$ cat src/mdt_pkg.sv
`default_nettype none
package mdt_pkg;
    // ----------------------------------------
    // time base
    // ----------------------------------------
    localparam int unsigned CLK_HZ       = 40_000_000;
    localparam int unsigned TIME_BASE_MS = 1000;
    localparam int unsigned TICK_CYCLES  = CLK_HZ / 1000 * TIME_BASE_MS;
    localparam int unsigned DIV_W        = 26;
    localparam int unsigned TW           = 24;
    localparam int unsigned STD_DELAY_S  = 10;
    localparam int unsigned CHECK_WIN_S  = 30;
    localparam logic [TW-1:0] STD_TICKS  = TW'(STD_DELAY_S * 1000 / TIME_BASE_MS);
    localparam logic [TW-1:0] CHECK_TICKS = TW'(CHECK_WIN_S * 1000 / TIME_BASE_MS);
    // ----------------------------------------
    // register map
    // ----------------------------------------
    localparam int unsigned AW = 8;
    localparam int unsigned DW = 32;
    localparam logic [AW-1:0] OFS_CTRL    = 8'h00;
    localparam logic [AW-1:0] OFS_ADD     = 8'h04;
    localparam logic [AW-1:0] OFS_CYCLE   = 8'h08;
    localparam logic [AW-1:0] OFS_EVAL    = 8'h0C;
    localparam logic [AW-1:0] OFS_MONITOR = 8'h10;
    localparam logic [AW-1:0] OFS_IMPCNT  = 8'h14;
    localparam logic [AW-1:0] OFS_FACTOR  = 8'h18;
    localparam logic [AW-1:0] OFS_STATUS  = 8'h1C;
    localparam int unsigned CTRL_W = 11;
    localparam int unsigned B_ALERT    = 0;
    localparam int unsigned B_SEMI     = 1;
    localparam int unsigned B_PRESENCE = 2;
    localparam int unsigned B_TW_INDEP = 3;
    localparam int unsigned B_CYCLIC   = 4;
    localparam int unsigned B_RETRIG   = 5;
    localparam int unsigned B_EVAL     = 6;
    localparam int unsigned B_BEG0     = 7;
    localparam int unsigned B_END0     = 9;
    localparam logic [CTRL_W-1:0] CTRL_RST   = 11'h000;
    localparam logic [15:0]       TIME_RST   = 16'h0000;
    localparam logic [7:0]        IMPCNT_RST = 8'h04;
    localparam logic [7:0]        FACTOR_RST = 8'h01;
    // ----------------------------------------
    // types
    // ----------------------------------------
    typedef enum logic [5:0] {
        ST_IDLE   = 6'h01,
        ST_EVAL   = 6'h02,
        ST_CHECK  = 6'h04,
        ST_MOTION = 6'h08,
        ST_STD    = 6'h10,
        ST_ADD    = 6'h20
    } mdt_state_e;
    typedef struct packed {
        logic [CTRL_W-1:0] ctrl;
        logic [15:0]       add_delay;
        logic [15:0]       cycle;
        logic [15:0]       eval;
        logic [15:0]       monitor;
        logic [7:0]        imp_count;
        logic [7:0]        factor;
    } mdt_cfg_s;
    typedef struct packed {
        logic [AW-1:0] addr;
        logic [DW-1:0] wdata;
        logic          wr;
        logic          rd;
    } mdt_bus_s;
endpackage
`default_nettype wire

$ cat src/mdt_timer.sv
`timescale 1ns/100ps
`default_nettype none
module mdt_timer #(
    parameter int unsigned W = 24
) (
    input  wire logic         ref_clk,
    input  wire logic         reset,
    input  wire logic         tick,
    input  wire logic         load,
    input  wire logic [W-1:0] load_val,
    output logic              expired
);
    typedef struct packed {
        logic [W-1:0] cnt;
    } mdt_tmr_s;

    mdt_tmr_s r;
    mdt_tmr_s next_r;

    // ----------------------------------------
    // down counter on the shared time base
    // ----------------------------------------
    always_comb begin
        next_r = r;
        if (load) begin
            next_r.cnt = load_val;
        end else if (tick && r.cnt != '0) begin
            next_r.cnt = r.cnt - W'(1);
        end
    end

    always_ff @(posedge ref_clk or posedge reset) begin
        if (reset) begin
            r <= '0;
        end else begin
            r <= next_r;
        end
    end

    assign expired = (r.cnt == '0);
endmodule // mdt_timer
`default_nettype wire

$ cat src/mdt_core.sv
// Functional notes
// - total delay is ten seconds then additional
// - new motion retriggers unless B_PRESENCE is set and switch-off brightness exceeded
// - detection end restores brightness-dependent operation unless B_TW_INDEP is set
// - per-output enable for begin telegram
// - cyclic telegrams during motion and standard, in additional only on retrigger
// - retrigger in additional: restart, resume or send
// - cyclic telegrams spaced by configured interval
// - retrigger telegram only during additional delay
// - evaluation delay then thirty second check window
// - empty check window sends nothing, rearms evaluation
// - evaluation delay covers both outputs and extensions
// - no evaluation delay in semi-automatic or alert
// - alert counts impulses within monitoring period
// - alert impulses retrigger, end message after expiry
// - alert begin and end messages configurable
// - external motion handled like local motion
// - external silence starts additional delay, then end
// - alert monitoring cleared at begin, restarts after
// - new factor used only at next restart
`timescale 1ns/100ps
`default_nettype none
module mdt_core
    import mdt_pkg::*;
#(
    parameter int unsigned TICK_CYC = mdt_pkg::TICK_CYCLES
) (
    input  wire logic                  ref_clk,
    input  wire logic                  reset,
    input  wire mdt_pkg::mdt_bus_s     bus,
    output logic [mdt_pkg::DW-1:0]     rdata,
    input  wire logic                  heat_motion_sensor,
    input  wire logic                  ext_motion,
    input  wire logic                  bright_over,
    output logic [1:0]                 begin_tel,
    output logic [1:0]                 end_tel,
    output logic                       detect_active,
    output logic                       brightness_dep
);
    import mdt_pkg::*;

    typedef struct packed {
        mdt_cfg_s      cfg;
        logic [DW-1:0] rdata;
        mdt_state_e    st;
        logic          sync1;
        logic          sync2;
        logic          motion_d;
        logic [DIV_W-1:0] div;
        logic          tick;
        logic [7:0]    imp_cnt;
        logic          mon_run;
        logic          beg_ev;
        logic          end_ev;
        logic          detect;
        logic          bdep;
    } mdt_core_s;

    mdt_core_s r;
    mdt_core_s next_r;

    logic          dly_load;
    logic [TW-1:0] dly_val;
    logic          dly_exp;
    logic          cyc_load;
    logic          cyc_exp;
    logic          mon_load;
    logic          mon_exp;
    logic [TW-1:0] add_val;
    logic [7:0]    cnt_new;
    logic          sensing;
    logic          local_imp;
    logic          any_imp;
    logic          eval_on;
    logic          retrig_ok;
    logic          cyc_on;
    logic          retrig_tel;

    // ----------------------------------------
    // timers
    // ----------------------------------------
    mdt_timer #(.W(TW)) u_dly (
        .ref_clk  (ref_clk),
        .reset    (reset),
        .tick     (r.tick),
        .load     (dly_load),
        .load_val (dly_val),
        .expired  (dly_exp)
    );

    mdt_timer #(.W(TW)) u_cyc (
        .ref_clk  (ref_clk),
        .reset    (reset),
        .tick     (r.tick),
        .load     (cyc_load),
        .load_val ({8'h00, r.cfg.cycle}),
        .expired  (cyc_exp)
    );

    mdt_timer #(.W(TW)) u_mon (
        .ref_clk  (ref_clk),
        .reset    (reset),
        .tick     (r.tick),
        .load     (mon_load),
        .load_val ({8'h00, r.cfg.monitor}),
        .expired  (mon_exp)
    );

    // ----------------------------------------
    // next state
    // ----------------------------------------
    always_comb begin
        next_r = r;
        dly_load = 1'b0;
        dly_val = '0;
        cyc_load = 1'b0;
        mon_load = 1'b0;
        cnt_new = '0;
        next_r.beg_ev = 1'b0;
        next_r.end_ev = 1'b0;
        next_r.rdata = '0;

        // first stage is read only by the second stage
        next_r.sync1 = heat_motion_sensor;
        next_r.sync2 = r.sync1;
        next_r.motion_d = r.sync2;
        sensing = r.sync2;
        local_imp = r.sync2 & ~r.motion_d;
        any_imp = local_imp | ext_motion;

        // one common seconds tick for every timer
        next_r.tick = 1'b0;
        if (r.div == DIV_W'(TICK_CYC - 1)) begin
            next_r.div = '0;
            next_r.tick = 1'b1;
        end else begin
            next_r.div = r.div + DIV_W'(1);
        end

        // factor sampled only here, so a running delay keeps its length
        add_val = TW'({8'h00, r.cfg.add_delay} * {16'h0000, r.cfg.factor});
        eval_on = r.cfg.ctrl[B_EVAL] & ~r.cfg.ctrl[B_ALERT]
                  & ~r.cfg.ctrl[B_SEMI];
        retrig_ok = ~(r.cfg.ctrl[B_PRESENCE] & bright_over);
        cyc_on = r.cfg.ctrl[B_CYCLIC];
        retrig_tel = ~cyc_on & r.cfg.ctrl[B_RETRIG];

        unique case (r.st)
            ST_IDLE: begin
                if (r.cfg.ctrl[B_ALERT]) begin
                    if (any_imp) begin
                        // after expiry the impulse opens a new period
                        if (!r.mon_run || mon_exp) begin
                            cnt_new = 8'h01;
                            mon_load = 1'b1;
                        end else begin
                            cnt_new = r.imp_cnt + 8'h01;
                        end
                        next_r.imp_cnt = cnt_new;
                        next_r.mon_run = 1'b1;
                        if (cnt_new >= r.cfg.imp_count) begin
                            next_r.beg_ev = 1'b1;
                            next_r.detect = 1'b1;
                            next_r.bdep = 1'b1;
                            next_r.imp_cnt = '0;
                            next_r.mon_run = 1'b0;
                            cyc_load = 1'b1;
                            next_r.st = ST_STD;
                            dly_load = 1'b1;
                            dly_val = STD_TICKS;
                        end
                    end else if (r.mon_run && mon_exp) begin
                        next_r.imp_cnt = '0;
                        next_r.mon_run = 1'b0;
                    end
                end else if (any_imp) begin
                    if (eval_on) begin
                        next_r.st = ST_EVAL;
                        dly_load = 1'b1;
                        dly_val = {8'h00, r.cfg.eval};
                    end else begin
                        next_r.beg_ev = 1'b1;
                        next_r.detect = 1'b1;
                        next_r.bdep = 1'b1;
                        cyc_load = 1'b1;
                        if (local_imp) begin
                            next_r.st = ST_MOTION;
                        end else begin
                            next_r.st = ST_ADD;
                            dly_load = 1'b1;
                            dly_val = add_val;
                        end
                    end
                end
            end
            ST_EVAL: begin
                if (dly_exp) begin
                    next_r.st = ST_CHECK;
                    dly_load = 1'b1;
                    dly_val = CHECK_TICKS;
                end
            end
            ST_CHECK: begin
                if (sensing || ext_motion) begin
                    next_r.beg_ev = 1'b1;
                    next_r.detect = 1'b1;
                    next_r.bdep = 1'b1;
                    cyc_load = 1'b1;
                    if (sensing) begin
                        next_r.st = ST_MOTION;
                    end else begin
                        next_r.st = ST_ADD;
                        dly_load = 1'b1;
                        dly_val = add_val;
                    end
                end else if (dly_exp) begin
                    next_r.st = ST_IDLE;
                end
            end
            ST_MOTION: begin
                if (cyc_on && cyc_exp) begin
                    next_r.beg_ev = 1'b1;
                    cyc_load = 1'b1;
                end
                // standard delay runs from the last active motion signal
                if (!sensing) begin
                    next_r.st = ST_STD;
                    dly_load = 1'b1;
                    dly_val = STD_TICKS;
                end
            end
            ST_STD: begin
                if (cyc_on && cyc_exp) begin
                    next_r.beg_ev = 1'b1;
                    cyc_load = 1'b1;
                end
                // no retrigger telegram during the standard delay
                if (any_imp && retrig_ok) begin
                    next_r.st = local_imp ? ST_MOTION : ST_STD;
                    dly_load = ~local_imp;
                    dly_val = STD_TICKS;
                end else if (dly_exp) begin
                    next_r.st = ST_ADD;
                    dly_load = 1'b1;
                    dly_val = add_val;
                end
            end
            ST_ADD: begin
                if (any_imp && retrig_ok) begin
                    if (cyc_on && cyc_exp) begin
                        next_r.beg_ev = 1'b1;
                        cyc_load = 1'b1;
                    end else if (retrig_tel) begin
                        next_r.beg_ev = 1'b1;
                    end
                    if (local_imp) begin
                        next_r.st = ST_MOTION;
                    end else begin
                        // extensions repeat telegrams while they see motion
                        dly_load = 1'b1;
                        dly_val = add_val;
                    end
                end else if (dly_exp) begin
                    next_r.st = ST_IDLE;
                    next_r.end_ev = 1'b1;
                    next_r.detect = 1'b0;
                    next_r.bdep = ~r.cfg.ctrl[B_TW_INDEP];
                end
            end
        endcase

        // ----------------------------------------
        // register port
        // ----------------------------------------
        if (bus.wr) begin
            unique case (bus.addr)
                OFS_CTRL:    next_r.cfg.ctrl = bus.wdata[CTRL_W-1:0];
                OFS_ADD:     next_r.cfg.add_delay = bus.wdata[15:0];
                OFS_CYCLE:   next_r.cfg.cycle = bus.wdata[15:0];
                OFS_EVAL:    next_r.cfg.eval = bus.wdata[15:0];
                OFS_MONITOR: next_r.cfg.monitor = bus.wdata[15:0];
                OFS_IMPCNT:  next_r.cfg.imp_count = bus.wdata[7:0];
                OFS_FACTOR:  next_r.cfg.factor = bus.wdata[7:0];
                default: begin
                end
            endcase
        end
        if (bus.rd) begin
            unique case (bus.addr)
                OFS_CTRL:    next_r.rdata = {21'h000000, r.cfg.ctrl};
                OFS_ADD:     next_r.rdata = {16'h0000, r.cfg.add_delay};
                OFS_CYCLE:   next_r.rdata = {16'h0000, r.cfg.cycle};
                OFS_EVAL:    next_r.rdata = {16'h0000, r.cfg.eval};
                OFS_MONITOR: next_r.rdata = {16'h0000, r.cfg.monitor};
                OFS_IMPCNT:  next_r.rdata = {24'h000000, r.cfg.imp_count};
                OFS_FACTOR:  next_r.rdata = {24'h000000, r.cfg.factor};
                OFS_STATUS:  next_r.rdata = {14'h0000, r.bdep, r.detect,
                                             r.imp_cnt, 2'h0, r.st};
                default:     next_r.rdata = '0;
            endcase
        end
    end

    always_ff @(posedge ref_clk or posedge reset) begin
        if (reset) begin
            r <= '0;
            r.st <= ST_IDLE;
            r.bdep <= 1'b1;
            r.cfg.ctrl <= CTRL_RST;
            r.cfg.add_delay <= TIME_RST;
            r.cfg.cycle <= TIME_RST;
            r.cfg.eval <= TIME_RST;
            r.cfg.monitor <= TIME_RST;
            r.cfg.imp_count <= IMPCNT_RST;
            r.cfg.factor <= FACTOR_RST;
        end else begin
            r <= next_r;
        end
    end

    // ----------------------------------------
    // outputs
    // ----------------------------------------
    genvar gi;
    generate
        for (gi = 0; gi < 2; gi++) begin : g_out
            assign begin_tel[gi] = r.beg_ev & r.cfg.ctrl[B_BEG0 + gi];
            assign end_tel[gi] = r.end_ev & r.cfg.ctrl[B_END0 + gi];
        end
    endgenerate

    assign rdata = r.rdata;
    assign detect_active = r.detect;
    assign brightness_dep = r.bdep;
endmodule // mdt_core
`default_nettype wire

$ cat config.mk
export PLATFORM = sky130hd
export DESIGN_NAME = mdt_core
export DESIGN_NICKNAME = d
export VERILOG_FILES = /design/src/mdt_pkg.sv /design/src/mdt_timer.sv /design/src/mdt_core.sv
export SDC_FILE = /design/constraint.sdc
export NUM_CORES = 1
export LEC_CHECK = 0
export BUFFER_PORTS_ARGS = -buffer_cell sky130_fd_sc_hd__buf_2
export CORE_MARGIN = 3
export CORE_UTILIZATION = 60
export DETAILED_ROUTE_END_ITERATION = 8
export PLACE_DENSITY = 0.82
export SLEW_MARGIN = 20
export SYNTH_ARGS = -nofsm -noshare
export SYNTH_HDL_FRONTEND = slang
export SYNTH_SLANG_ARGS = --single-unit
$ cat constraint.sdc
create_clock -name ref_clk -period 16.3 [get_ports ref_clk]
set_input_delay 1.63 -clock ref_clk [delete_from_list [all_inputs] [get_ports ref_clk]]
set_output_delay 1.63 -clock ref_clk [all_outputs]
set_load 0.005 [all_outputs]
==> Yosys cells after proc, flatten, opt, wreduce, memory -nomap -nowiden <==
Index checks and enable logic that the tools add are counted.
{ "classes": {"addsub": 5, "multipliers": 1, "n_lt_le_gt_ge": 1, "eq_ne": 24, "mux": 87, "n_bitwise": 17, "reduce_logical": 32} }
{ "ops": {"columns": ["op", "count"], "rows": [
  ["$mux 24", 15],
  ["$pmux 18 s8", 1],
  ["$pmux 24 s6", 1],
  ["$mux 6", 15],
  ["$logic_not 24->1", 3],
  ["$reduce_bool 24->1", 3],
  ["$sub 24x1->24 const B", 3],
  ["$pmux 6 s6", 1],
  ["$eq 8x5->1 const B", 4],
  ["$mux 8", 4],
  ["$mux 1", 28],
  ["$add 26x1->26 const B", 1],
  ["$eq 26x26->1 const B", 1],
  ["$mux 26", 1],
  ["$mul 16x8->24", 1],
  ["$mux 18", 1],
  ["$mux 9", 2],
  ["$eq 8x4->1 const B", 2],
  ["$reduce_and 2->1", 7],
  ["$mux 2", 6],
  ["$mux 4", 3],
  ["$ne 2x2->1 const B", 6],
  ["$ne 3x3->1 const B", 4],
  ["$mux 10", 1],
  ["other kinds (27)", 53]
]} }
{ "totals": {"regBits": 244, "input_bits": 47, "output_inout_bits": 38} }

==> Logic depth before layout (Yosys ltp) <==
Gate-level depths: netlist of the first run.
{ "depth": {"word_depth": 12, "mapped_depth": 19} }

==> Modules after synthesis <==
Synthesis of the first run repeated with hierarchy kept, for this count alone.
{ "unflattened": {"hier_cells": 1717, "area_unflattened_um2": 16662.2} }
{ "by_module_without_submodules": {"columns": ["mod", "n_inst", "cells_each", "area_each_um2", "seq_area_each_um2"], "rows": [
  ["mdt_core", 1, 1228, 12191.7, 3958.8],
  ["mdt_timer (u_cyc ...)", 2, 158, 1485.2, 600.6],
  ["mdt_timer (u_mon)", 1, 173, 1500.2, 600.6]
]} }

==> Least setup slack after synthesis of the first run <==
No wires, ideal clock.
{ "synth_path": {"path_type": "reg-to-reg", "start": "register r[83] (netlist name)", "end": "register u_dly.r[22] (netlist name)", "setup_time_ns": 0.143, "arrival_ns": 4.699, "slack_ns": 11.458, "stages_incl_launch_ff": 19, "n_path_buf": 1, "synth_period_minus_slack_ns": 4.842, "cell_sequence": "dfrtp_1 -> clkbuf_1 -> nand2_1 -> fa_1 -> fa_1 -> inv_1 -> fa_1 -> inv_1 -> fa_1 -> inv_1 -> ha_1 -> a2111o_1 -> a21oi_1 -> nor4b_1 -> o2111ai_1 -> nand2_1 -> a311oi_1 -> xor2_1 -> o22ai_1"} }
{ "synth_via": {"elab_chain_cells": 7, "word_cells_on_any_way": 12} }
{ "synth_rtl": {"columns": ["element", "line_no", "source"], "rows": [
  ["start, declared", "mdt_core.sv:59", "mdt_core_s r;"],
  ["start signal, assigned", "mdt_core.sv:317", "r <= next_r;"],
  ["$mul 16x8->24 *", "mdt_core.sv:141", "add_val = TW'({8'h00, r.cfg.add_delay} * {16'h0000, r.cfg.factor});"],
  ["$mux 24", "mdt_core.sv:186, mdt_core.sv:256", null],
  ["$mux 24", "mdt_core.sv:177", "if (eval_on) begin"],
  ["$mux 24", "mdt_core.sv:176", "end else if (any_imp) begin"],
  ["$mux 24", "mdt_core.sv:150", "if (r.cfg.ctrl[B_ALERT]) begin"],
  ["$pmux 24 s6 *", "mdt_core.sv:148", "unique case (r.st)"],
  ["$mux 24 *", "mdt_timer.sv:25", "if (load) begin"],
  ["end signal, assigned", "mdt_timer.sv:36", "r <= next_r;"],
  ["end, declared", "mdt_timer.sv:17", "mdt_tmr_s r;"]
]} }
Every way passes the cells marked *; elsewhere a longest branch is shown, timed or not.
A chain may end at the register's enable or synchronous reset.

==> Worst setup path after layout of the first run <==
{ "layout_path": {"start": "register r[84] (netlist name)", "end": "register u_dly.r[22] (netlist name)"} }
Same word-level chain as after synthesis.

==> flow_summary.yaml, run 1 <==
critical_path:
  end_kind: "flip-flop"
  cp.required_ns: 16.67
  crit_type: "reg -> reg"
  r2r_setup_slack_ns: 10.77
  r2r-end: "u_dly.r[22]"
  r2r_start: "r[84]"
  cp_data_arrival_time_ns: 5.90
  startpoint_type: "flip-flop"
  critPathMaxFanout: 18
  reg2reg_depth: 17
sta:
  timing.hold.ws_ns: 0.348
  relSlewSlack_pct: 33.9
  timing_hold_violations_final: 0
  finalClockSkew_ns: 0.0271
  worstMarginPinSlew_ns: 0.992
  period_share_pct: 33.9
  fmax_ghz: 0.181
  rsz0062_at_grt: "no"
  maxSlewViolCount: 0
  layout_min_cycle_time_ns: 5.53
  tns_ns: 0
  setup_viol: 0
die:
  num_io_pins: 85
  core-area_um2: 25500
  die_w_um: 168
  die-area_um2: 28200
  die_y_um: 168
  floorplan.initialDensity_pct: 61.8
  row_count: 58
yosys:
  synth_edf_count: 0
  synth_cell_type_count: 80
  synthCells: 1595
  synthMuxAreaShare_pct: 6.65
  synth-compound-area-share_pct: 11.5
  synth_flop_cell: "dfrtp_1"
  yosys_register_bits: 230
  synth_top_area_share_pct: 35.9
  synth_area_leaders: "dfrtp_1 (36%), fa_1 (11%), mux2_2 (6.6%)"
  synthArstFlopShare_pct: 100
  synth_most_common_cell: "dfrtp_1"
  syn_area_per_cell_um2: 9.86
  ys_warn_count: 0
  synthSimpleGateAreaFrac_pct: 18.1
  synthTopCellsByCount: "dfrtp_1 (226), nand2_1 (126), inv_1 (123), and2_1 (115), nor2_1 (111)"
  synth_top_family_by_area: "simple AND/OR/NAND/NOR gates"
  synthAdderAreaFrac_pct: 15.3
  synth_xor_area_share_pct: 5.90
  synth_area_um2: 15700
  yosysSeqAreaShare_pct: 36.6
  synth_area_leader_cell: "dfrtp_1"
pwr:
  leakagePower_nw: 7.68
  irDropWorstVdd_v: 0.0000864
  p_per_area_nw_per_um2: 76.5
drt:
  drt_iter0_markers: 1124
  dr.pass1.iters: 5
  ant_nets: 0
  routedWlPerCell_um: 20.2
  route.detailed.drc: 0
  wl_um: 39700
  viasPerCell: 6.23
  num_vias: 12235
final_layout:
  final_util_pct: 66.9
  fin_nets: 1805
  drive_gt1_share_pct: 14.1
  nFillCells: 1940
  n_antenna_cell: 0
  fin_cells: 1965
  area_growth_pct: 8.37
flow_run:
  drv_cap: 0
global_route:
  grt_usage_pct: 28.5
  grt_overflow: 0
  antenna_found_initial: 1
  grt_pass1_vias: 12397
  grt_start_max_net_pins: 147
  grt_first_pass_wirelength_um: 65400
place:
  portBuffers: 54
  dp_hpwl_um: 29200
  dpl.cell_count: 1919
  routabilityCongestion: 0.892
worst_hold_path:
  whs_endpoint: "sensing"
  hp-class: "reg -> reg"
  whs_path_depth: 0
  worstHoldStart: "next_r[41]"
clock_network:
  ctsResizeCount: 0
  path_clk_slew_ns: 0.06
  cts_tree: "done"
  post-cts-setup-buffer-count: 0
  cts_buffer_depth: 3
  h-tree-depth: 1
  ctsHoldBuffers: 0
  cts_buffers: 25
  cts-root-buf: "clkbuf_16"
  cts_sinks: 230
  insertion_delay_ns: 0.55
outcome:
  status: "finished clean"
## power by group
| part | total, mW | switching (mW) | internal, mW |
|---|---|---|---|
| Clock | 0.638 | 0.248 | 0.390 |
| Combinational | 0.0578 | 0.0357 | 0.0221 |
| Sequential | 0.609 | 0.0245 | 0.585 |
## layout by cell type, fill, tap and decap left out, types with 54 or more instances in the layout
| cell type | count |
|---|---|
| a22oi_1 | 56 |
| xnor2_1 | 71 |
| dfrtp_1 | 226 |
| nor2_1 | 111 |
| mux2_2 | 92 |
| fa_1 | 84 |
| and2_1 | 115 |
| inv_1 | 122 |
| ha_1 | 58 |
| nand2_1 | 126 |
| buf_2 | 54 |
| o21ai_0 | 69 |
## registers in the layout, indices dropped and copies added (netlist names)
register and cells:
u_cyc.r 24, u_mon.r 24, next_r 1, detect_active 1, sensing 1, r 135
brightness_dep 1, rdata 18, u_dly.r 24, cyc_on 1
## metrics by stage
step | worst slack, ns | power (mW) | instance area (um2)
CTS | 10.80 | 1.31 | 17000
floorplan | 8.37 | 0.650 | 15800
global placement | 10.94 | 0.673 | 16100
global route | 10.55 | 1.34 | 17100
finish | 10.77 | 1.30 | 17100
detailed placement | 10.83 | 0.676 | 16100
## critical path: stages, from the launching register on
cell and delay (ns):
dfrtp_1 0.75, nand2_1 0.17, fa_1 0.51, fa_1 0.54, inv_1 0.05, fa_1 0.48
inv_1 0.07, fa_1 0.56, inv_1 0.05, ha_1 0.35, a2111o_1 0.42, a21oi_1 0.25
nor4b_1 0.15, o2111ai_1 0.23, nand2_1 0.12, a311oi_1 0.34, xor2_1 0.21, o22ai_1 0.10
## final cells by class
cell class | instances | area [um2] | share of cell area, %
Multi-Input combinational cell | 1171 | 9120 | 53.5
Sequential cell | 230 | 5760 | 33.8
Clock buffer | 28 | 657 | 3.85
Inverter | 123 | 469 | 2.75
Tap cell | 330 | 413 | 2.42
Timing Repair Buffer | 65 | 357 | 2.09
Clock inverter | 18 | 272 | 1.59
## metal layers
layer  up-vias  wire, um  GRT usage, %
li1       5514         -             -
met1      6076     15900          37.7
met2       532     19000          46.7
met3       111      3240          6.08
met4         2      1500          11.0
met5         -        13             0
## logic make-up (layout without fill, tap and decap cells)
family	Yosys count	count (layout)
multiplexers	93	93
AND/OR/NAND/NOR	544	544
adder cells (fa/ha/maj)	142	142
buffers and inverters	207	234
AO/OA/AOI/OAI	272	272
XOR/XNOR	106	106
other	1	14
flip-flops	230	230
## worst max-delay path by stage
stage / depth (start not counted) / end / slack [ns] / startpoint
finish: 17 / u_dly.r[22] / 10.77 / r[84]
global placement: 17 / u_dly.r[23] / 10.94 / r[83]
detailed placement: 17 / u_dly.r[22] / 10.83 / r[84]
global route: 17 / u_dly.r[22] / 10.55 / r[84]
floorplan: 1 / cyc_on / 8.37 / reset
CTS: 17 / u_dly.r[22] / 10.80 / r[84]
Note: power is estimated with default switching activity, not from simulation.
==> inputs of run 2 (changes only) <==
--- a/config.mk
+++ b/config.mk
@@ -5,6 +5,7 @@
 export SDC_FILE = /design/constraint.sdc
 export NUM_CORES = 1
 export LEC_CHECK = 0
+export ABC_AREA = 1
 export BUFFER_PORTS_ARGS = -buffer_cell sky130_fd_sc_hd__buf_2
 export CORE_MARGIN = 3
 export CORE_UTILIZATION = 60
==> constraint.sdc (replaced) <==
create_clock -name ref_clk -period 5.6 [get_ports ref_clk]
set_input_delay 0.56 -clock ref_clk [delete_from_list [all_inputs] [get_ports ref_clk]]
set_output_delay 0.56 -clock ref_clk [all_outputs]
set_load 0.005 [all_outputs]
==> run 2 against run 1 <==
  * Global-route usage increased by 2.4 points
  * Cell count increased by 48%
  * Clock power increased to 2.6 times the previous value
  * Combinational power increased to 28 times the previous value
  * Critical path type unchanged
  * Largest power group is now sequential cells
==> flow_summary.yaml, run 2 <==
clock_network:
  insertion_delay_ns: 0.56
  h-tree-depth: 1
  ctsHoldBuffers: 0
  cts_sinks: 230
  cts-root-buf: "clkbuf_16"
  ctsResizeCount: 0
  cts_buffer_depth: 3
  cts_tree: "done"
  post-cts-setup-buffer-count: 0
  cts_buffers: 26
  path_clk_slew_ns: 0.07
die:
  die_y_um: 179
  core-area_um2: 29200
  die-area_um2: 32100
  die_w_um: 179
  floorplan.initialDensity_pct: 61.8
  row_count: 62
  num_io_pins: 85
final_layout:
  nFillCells: 2561
  top_register: "r"
  n_antenna_cell: 0
  final_common_cell: "nand2_1"
  largest_reg_flops: 135
  final_cell_mix: "nand2_1 (685), inv_1 (450), dfrtp_1 (226)"
  area_growth_pct: 6.23
  fin_nets: 2687
  drive_gt1_share_pct: 7.83
critical_path:
  worst_path_dominant_cell_family: "adder cells"
  crit_chain: "nand2_1 -> fa_1 -> fa_1 -> inv_1 -> fa_1 -> inv_1 -> fa_1 -> inv_1 -> ha_1 -> a21oi_1 -> nand2_1 -> nand2_1 -> nand3_1 -> nand2_1 -> nand2_1 -> nand2_1 -> nand2_1 -> a21boi_0 -> nand2_1 -> nand2_1 -> inv_1"
  startpoint_type: "flip-flop"
  cp.required_ns: 6.04
  slowest_stage: "dfrtp_1"
  cp_common_cell: "nand2_1"
  cp_data_arrival_time_ns: 5.38
  crit_type: "reg -> reg"
  critPathMaxFanout: 17
  crit_buf_inv: 4
  end_kind: "flip-flop"
  slowest_delay_ns: 0.79
pwr:
  irDropWorstVdd_v: 0.000229
  p_per_area_nw_per_um2: 273
  leakagePower_nw: 10.6
sta:
  rsz0062_at_grt: "no"
  fmax_ghz: 0.202
  maxSlewViolCount: 0
  period_share_pct: 88.2
  setup_viol: 0
  relSlewSlack_pct: 28.1
  worst_slack_ns: 0.658
  timing_hold_violations_final: 0
  layout_min_cycle_time_ns: 4.94
  worstMarginPinSlew_ns: 1.08
  finalClockSkew_ns: 0.0267
  timing.hold.ws_ns: 0.0423
  tns_ns: 0
drt:
  viasPerCell: 5.56
  ant_nets: 0
  route.detailed.drc: 0
  drt_iter0_markers: 1666
  num_vias: 16138
  routedWlPerCell_um: 16.9
  wl_um: 49000
  dr.pass1.iters: 5
yosys:
  syn_area_per_cell_um2: 7.20
  synthTopCellsByCount: "nand2_1 (685), inv_1 (451), dfrtp_1 (226), nor2_1 (194), nand3_1 (166)"
  synth_edf_count: 0
  synth_top_area_share_pct: 31.4
  yosysSeqAreaShare_pct: 32.0
  ys_warn_count: 0
  synth_flop_cell: "dfrtp_1"
  synth_most_common_cell: "nand2_1"
  synth_area_leaders: "dfrtp_1 (31%), nand2_1 (14%), inv_1 (9.4%)"
  synthArstFlopShare_pct: 100
  synth_area_leader_cell: "dfrtp_1"
  synth_area_um2: 18000
  synthCells: 2501
  yosys_register_bits: 230
  synth_cell_type_count: 56
global_route:
  grt_pass1_vias: 15553
  antenna_found_initial: 0
  grt_start_max_net_pins: 141
  grt_usage_pct: 31.0
  grt_first_pass_wirelength_um: 79300
  grt_overflow: 0
place:
  routabilityCongestion: 0.966
  dp_hpwl_um: 36700
  preCtsSetupSlack_ns: 0.771
  portBuffers: 54
flow_run:
  drv_cap: 0
outcome:
  status: "finished clean"
worst_hold_path:
  hp-class: "in -> async"
## run 2: cell types whose count changed in the layout (fill, tap and decap cells not counted), sizes merged, moves of 17 or more
cell   before  now
nand2     126  701
xnor2      71   26
and2      115    1
and3       17    0
nand4      12   56
nand3      37  171
o21ai      78  160
mux2       92    0
a22oi      56    4
nor2      111  212
inv       126  468
## run 2: worst paths after layout
path | start | endpoint | slack, ns | depth (start not counted)
worst max-delay path | r[86] | u_dly.r[12] | 0.66 | 21
worst min-delay path | reset | r[37] | 0.04 | 2
worst max register to register | r[86] | u_dly.r[12] | 0.66 | 21
worst min register to register | next_r[41] | sensing | 0.36 | 0
max in group asynchronous | reset | u_dly.r[21] | 4.34 | 3
min in group ref_clk | heat_motion_sensor | next_r[41] | 0.13 | 1
## run 2: per-layer routing
metal	vias up	wire length (um)	GRT usage, %	share of wire (%)
li1	7742	-	-	-
met1	7579	20800	43.5	42
met2	702	21500	47.2	44
met3	115	4800	7.43	9.8
met4	0	1960	10.7	4.0
met5	-	0	0	0
## run 2: per-stage QoR
step / cells / instance area, um2 / power [mW] / utilization [%]
2_1_floorplan: 2514 / 18100 / 3.22 / -
3_3_place_gp: 2854 / 18300 / 3.51 / 62.8
3_5_place_dp: 2854 / 18300 / 3.56 / 62.8
4_1_cts: 2900 / 19100 / 5.21 / 65.6
5_1_grt: 2900 / 19100 / 5.55 / 65.6
6_report: 2900 / 19100 / 5.22 / 65.6
## run 2: layout make-up
cell class	count	area [um2]	share of cell area, %
flip-flops and latches	230	5760	30.1
clock buffers	38	756	3.95
repair buffers	70	403	2.11
multi-input cells	1701	9910	51.8
inverters	469	1770	9.25
well taps	384	480	2.51
clock inverters	8	61.3	0.320
## run 2: kinds of logic after synthesis
| kind of cell | count (synthesis) | synth area share (%) |
|---|---|---|
| buf+inv | 583 | 13.3 |
| xor+xnor | 64 | 3.11 |
| fa+ha+maj | 142 | 13.4 |
| compound gates | 282 | 9.02 |
| simple gates | 1199 | 29.2 |
| other cells | 1 | 0.0208 |
| flops | 230 | 32.0 |
## run 2: power breakdown
| part | switching [mW] | total, mW | internal (mW) | leakage (nW) |
|---|---|---|---|---|
| registers | 0.173 | 1.97 | 1.80 | 2.95 |
| logic | 1.08 | 1.59 | 0.509 | 7.28 |
| clock network | 0.723 | 1.66 | 0.936 | 0.402 |
==> inputs of run 3 (changes only) <==
--- a/config.mk
+++ b/config.mk
@@ -9,7 +9,9 @@
 export BUFFER_PORTS_ARGS = -buffer_cell sky130_fd_sc_hd__buf_2
 export CORE_MARGIN = 3
 export CORE_UTILIZATION = 60
+export CTS_CLUSTER_DIAMETER = 100
 export DETAILED_ROUTE_END_ITERATION = 8
+export MAX_ROUTING_LAYER = met4
 export PLACE_DENSITY = 0.82
 export SLEW_MARGIN = 20
 export SYNTH_ARGS = -nofsm -noshare
==> run 3 against run 2 <==
  * Clock skew up 0.0039 ns
  * Register-to-register slack improved by 0.05 ns
  * Wire length grew 2.0%
  * Via count increased by 1.7%
  * Fmax up 0.97%
  * Cell count is 0.10% higher
  * Combinational power barely moved
  * First-iteration DRC count up 15%
  * Sequential share of layout area is 0.20 points lower
  * Critical path type unchanged
  * Largest cell class unchanged
==> flow_summary.yaml, run 3 (synthesized netlist as in run 2, its figures left out) <==
outcome:
  status: "finished clean"
final_layout:
  fin_cells: 2903
  fin_nets: 2686
  area_growth_pct: 6.95
  final_common_cell: "nand2_1"
  drive_gt1_share_pct: 8.02
  final_cell_mix: "nand2_1 (685), inv_1 (450), dfrtp_1 (226)"
  top_register: "r"
  largest_reg_flops: 135
drt:
  wl_um: 50000
  drt_iter0_markers: 1922
  dr.pass1.iters: 6
  num_vias: 16406
  ant_nets: 0
  viasPerCell: 5.65
  route.detailed.drc: 0
  routedWlPerCell_um: 17.2
critical_path:
  slowest_delay_ns: 0.76
  cp_data_arrival_time_ns: 5.32
  cp_common_cell: "nand2_1"
  critPathMaxFanout: 17
  cp.required_ns: 6.02
  startpoint_type: "flip-flop"
  crit_chain: "nand2_1 -> fa_1 -> fa_1 -> inv_1 -> fa_1 -> inv_1 -> fa_1 -> inv_1 -> ha_1 -> a21oi_1 -> nand2_1 -> nand2_1 -> nand3_1 -> nand2_1 -> nand2_1 -> or2_2 -> nand3_1 -> nand2_1 -> nand2_1 -> nand2_1"
  end_kind: "flip-flop"
  r2r_start: "r[84]"
  reg2reg_depth: 20
  slowest_stage: "dfrtp_1"
  startpoint: "r[84]"
  r2r-end: "u_dly.r[16]"
  r2r_setup_slack_ns: 0.71
  crit_type: "reg -> reg"
die:
  row_count: 62
  num_io_pins: 85
  die_w_um: 179
  die-area_um2: 32100
  floorplan.initialDensity_pct: 61.8
  die_y_um: 179
  core-area_um2: 29200
clock_network:
  post-cts-setup-buffer-count: 0
  insertion_delay_ns: 0.55
  cts_sinks: 230
  cts-root-buf: "clkbuf_16"
  cts_tree: "done"
  path_clk_slew_ns: 0.06
  ctsResizeCount: 0
  h-tree-depth: 1
  ctsHoldBuffers: 0
  cts_buffer_depth: 3
  cts_buffers: 27
place:
  dp_hpwl_um: 37500
  dpl.cell_count: 2852
  routabilityCongestion: 0.980
  preCtsSetupSlack_ns: 0.782
  portBuffers: 54
sta:
  worst_slack_ns: 0.706
  timing_hold_violations_final: 0
  setup_viol: 0
  finalClockSkew_ns: 0.0306
  period_share_pct: 87.4
  rsz0062_at_grt: "no"
  timing.hold.ws_ns: 0.0162
  relSlewSlack_pct: 30.1
  tns_ns: 0
  worstMarginPinSlew_ns: 1.04
  fmax_ghz: 0.204
  layout_min_cycle_time_ns: 4.89
  maxSlewViolCount: 0
pwr:
  totalPowerFinal_mw: 5.45
  irDropWorstVdd_v: 0.000373
  p_per_area_nw_per_um2: 283
  leakagePower_nw: 10.7
global_route:
  grt_first_pass_wirelength_um: 80300
  grt_overflow: 0
  grt_pass1_vias: 15574
  grt_start_max_net_pins: 108
  grt_usage_pct: 32.4
  antenna_found_initial: 1
flow_run:
  drv_cap: 0
worst_hold_path:
  hp-class: "in -> async"
[run 3: cell types whose count changed in the layout (fill, tap and decap cells not counted), moves of 2 or more]
cell	before	now
clkbuf_8	6	8
clkinv_2	4	6
clkbuf_1	6	4
buf_4	15	12
bufinv_16	0	3
[run 3: worst max-delay path, delay by kind of cell (launching register included)]
| family | cells | cell delay, ns |
|---|---|---|
| and+or+nand+nor | 11 | 1.17 |
| AOI/OAI and AO/OA | 1 | 0.29 |
| buffers and inverters | 3 | 0.15 |
| DFF | 1 | 0.76 |
| adders and majority gates | 5 | 2.41 |
[run 3: metal layers]
layer  share of wire (%)  vias to the layer above  GRT usage, %
met5                   0                        -             -
met2                  45                      782          49.2
met3                 9.0                      145          4.91
met1                  43                     7724          45.5
met4                 3.5                        0          9.25
li1                    -                     7755             -
[run 3: cell type report]
type	instances	area [um2]
clock inverter	11	140
inverter	469	1770
multi-input combinational	1701	9910
fill	2558	9900
sequential	230	5760
tap	384	480
timing repair buffer	68	400
clock buffer	39	801
antenna	1	2.50
[run 3: worst max path at each step]
stage	end	slack [ns]	depth (start not counted)
finish	u_dly.r[16]	0.71	20
global route	u_dly.r[12]	0.29	21
CTS	u_dly.r[16]	0.76	20
detailed placement	u_dly.r[16]	0.78	20
global placement	u_dly.r[12]	0.80	21
floorplan	u_dly.r[16]	1.03	22
[run 3: stage by stage]
| step | area [um2] | util (%) |
|---|---|---|
| 2_1_floorplan | 18100 | - |
| 3_3_place_gp | 18300 | 62.8 |
| 3_5_place_dp | 18300 | 62.8 |
| 4_1_cts | 19300 | 66.0 |
| 5_1_grt | 19300 | 66.0 |
| 6_report | 19300 | 66.0 |
[run 3: where the power goes]
| group | internal [mW] | switching, mW |
|---|---|---|
| Sequential | 1.80 | 0.180 |
| Clock | 1.13 | 0.742 |
| Combinational | 0.509 | 1.09 |
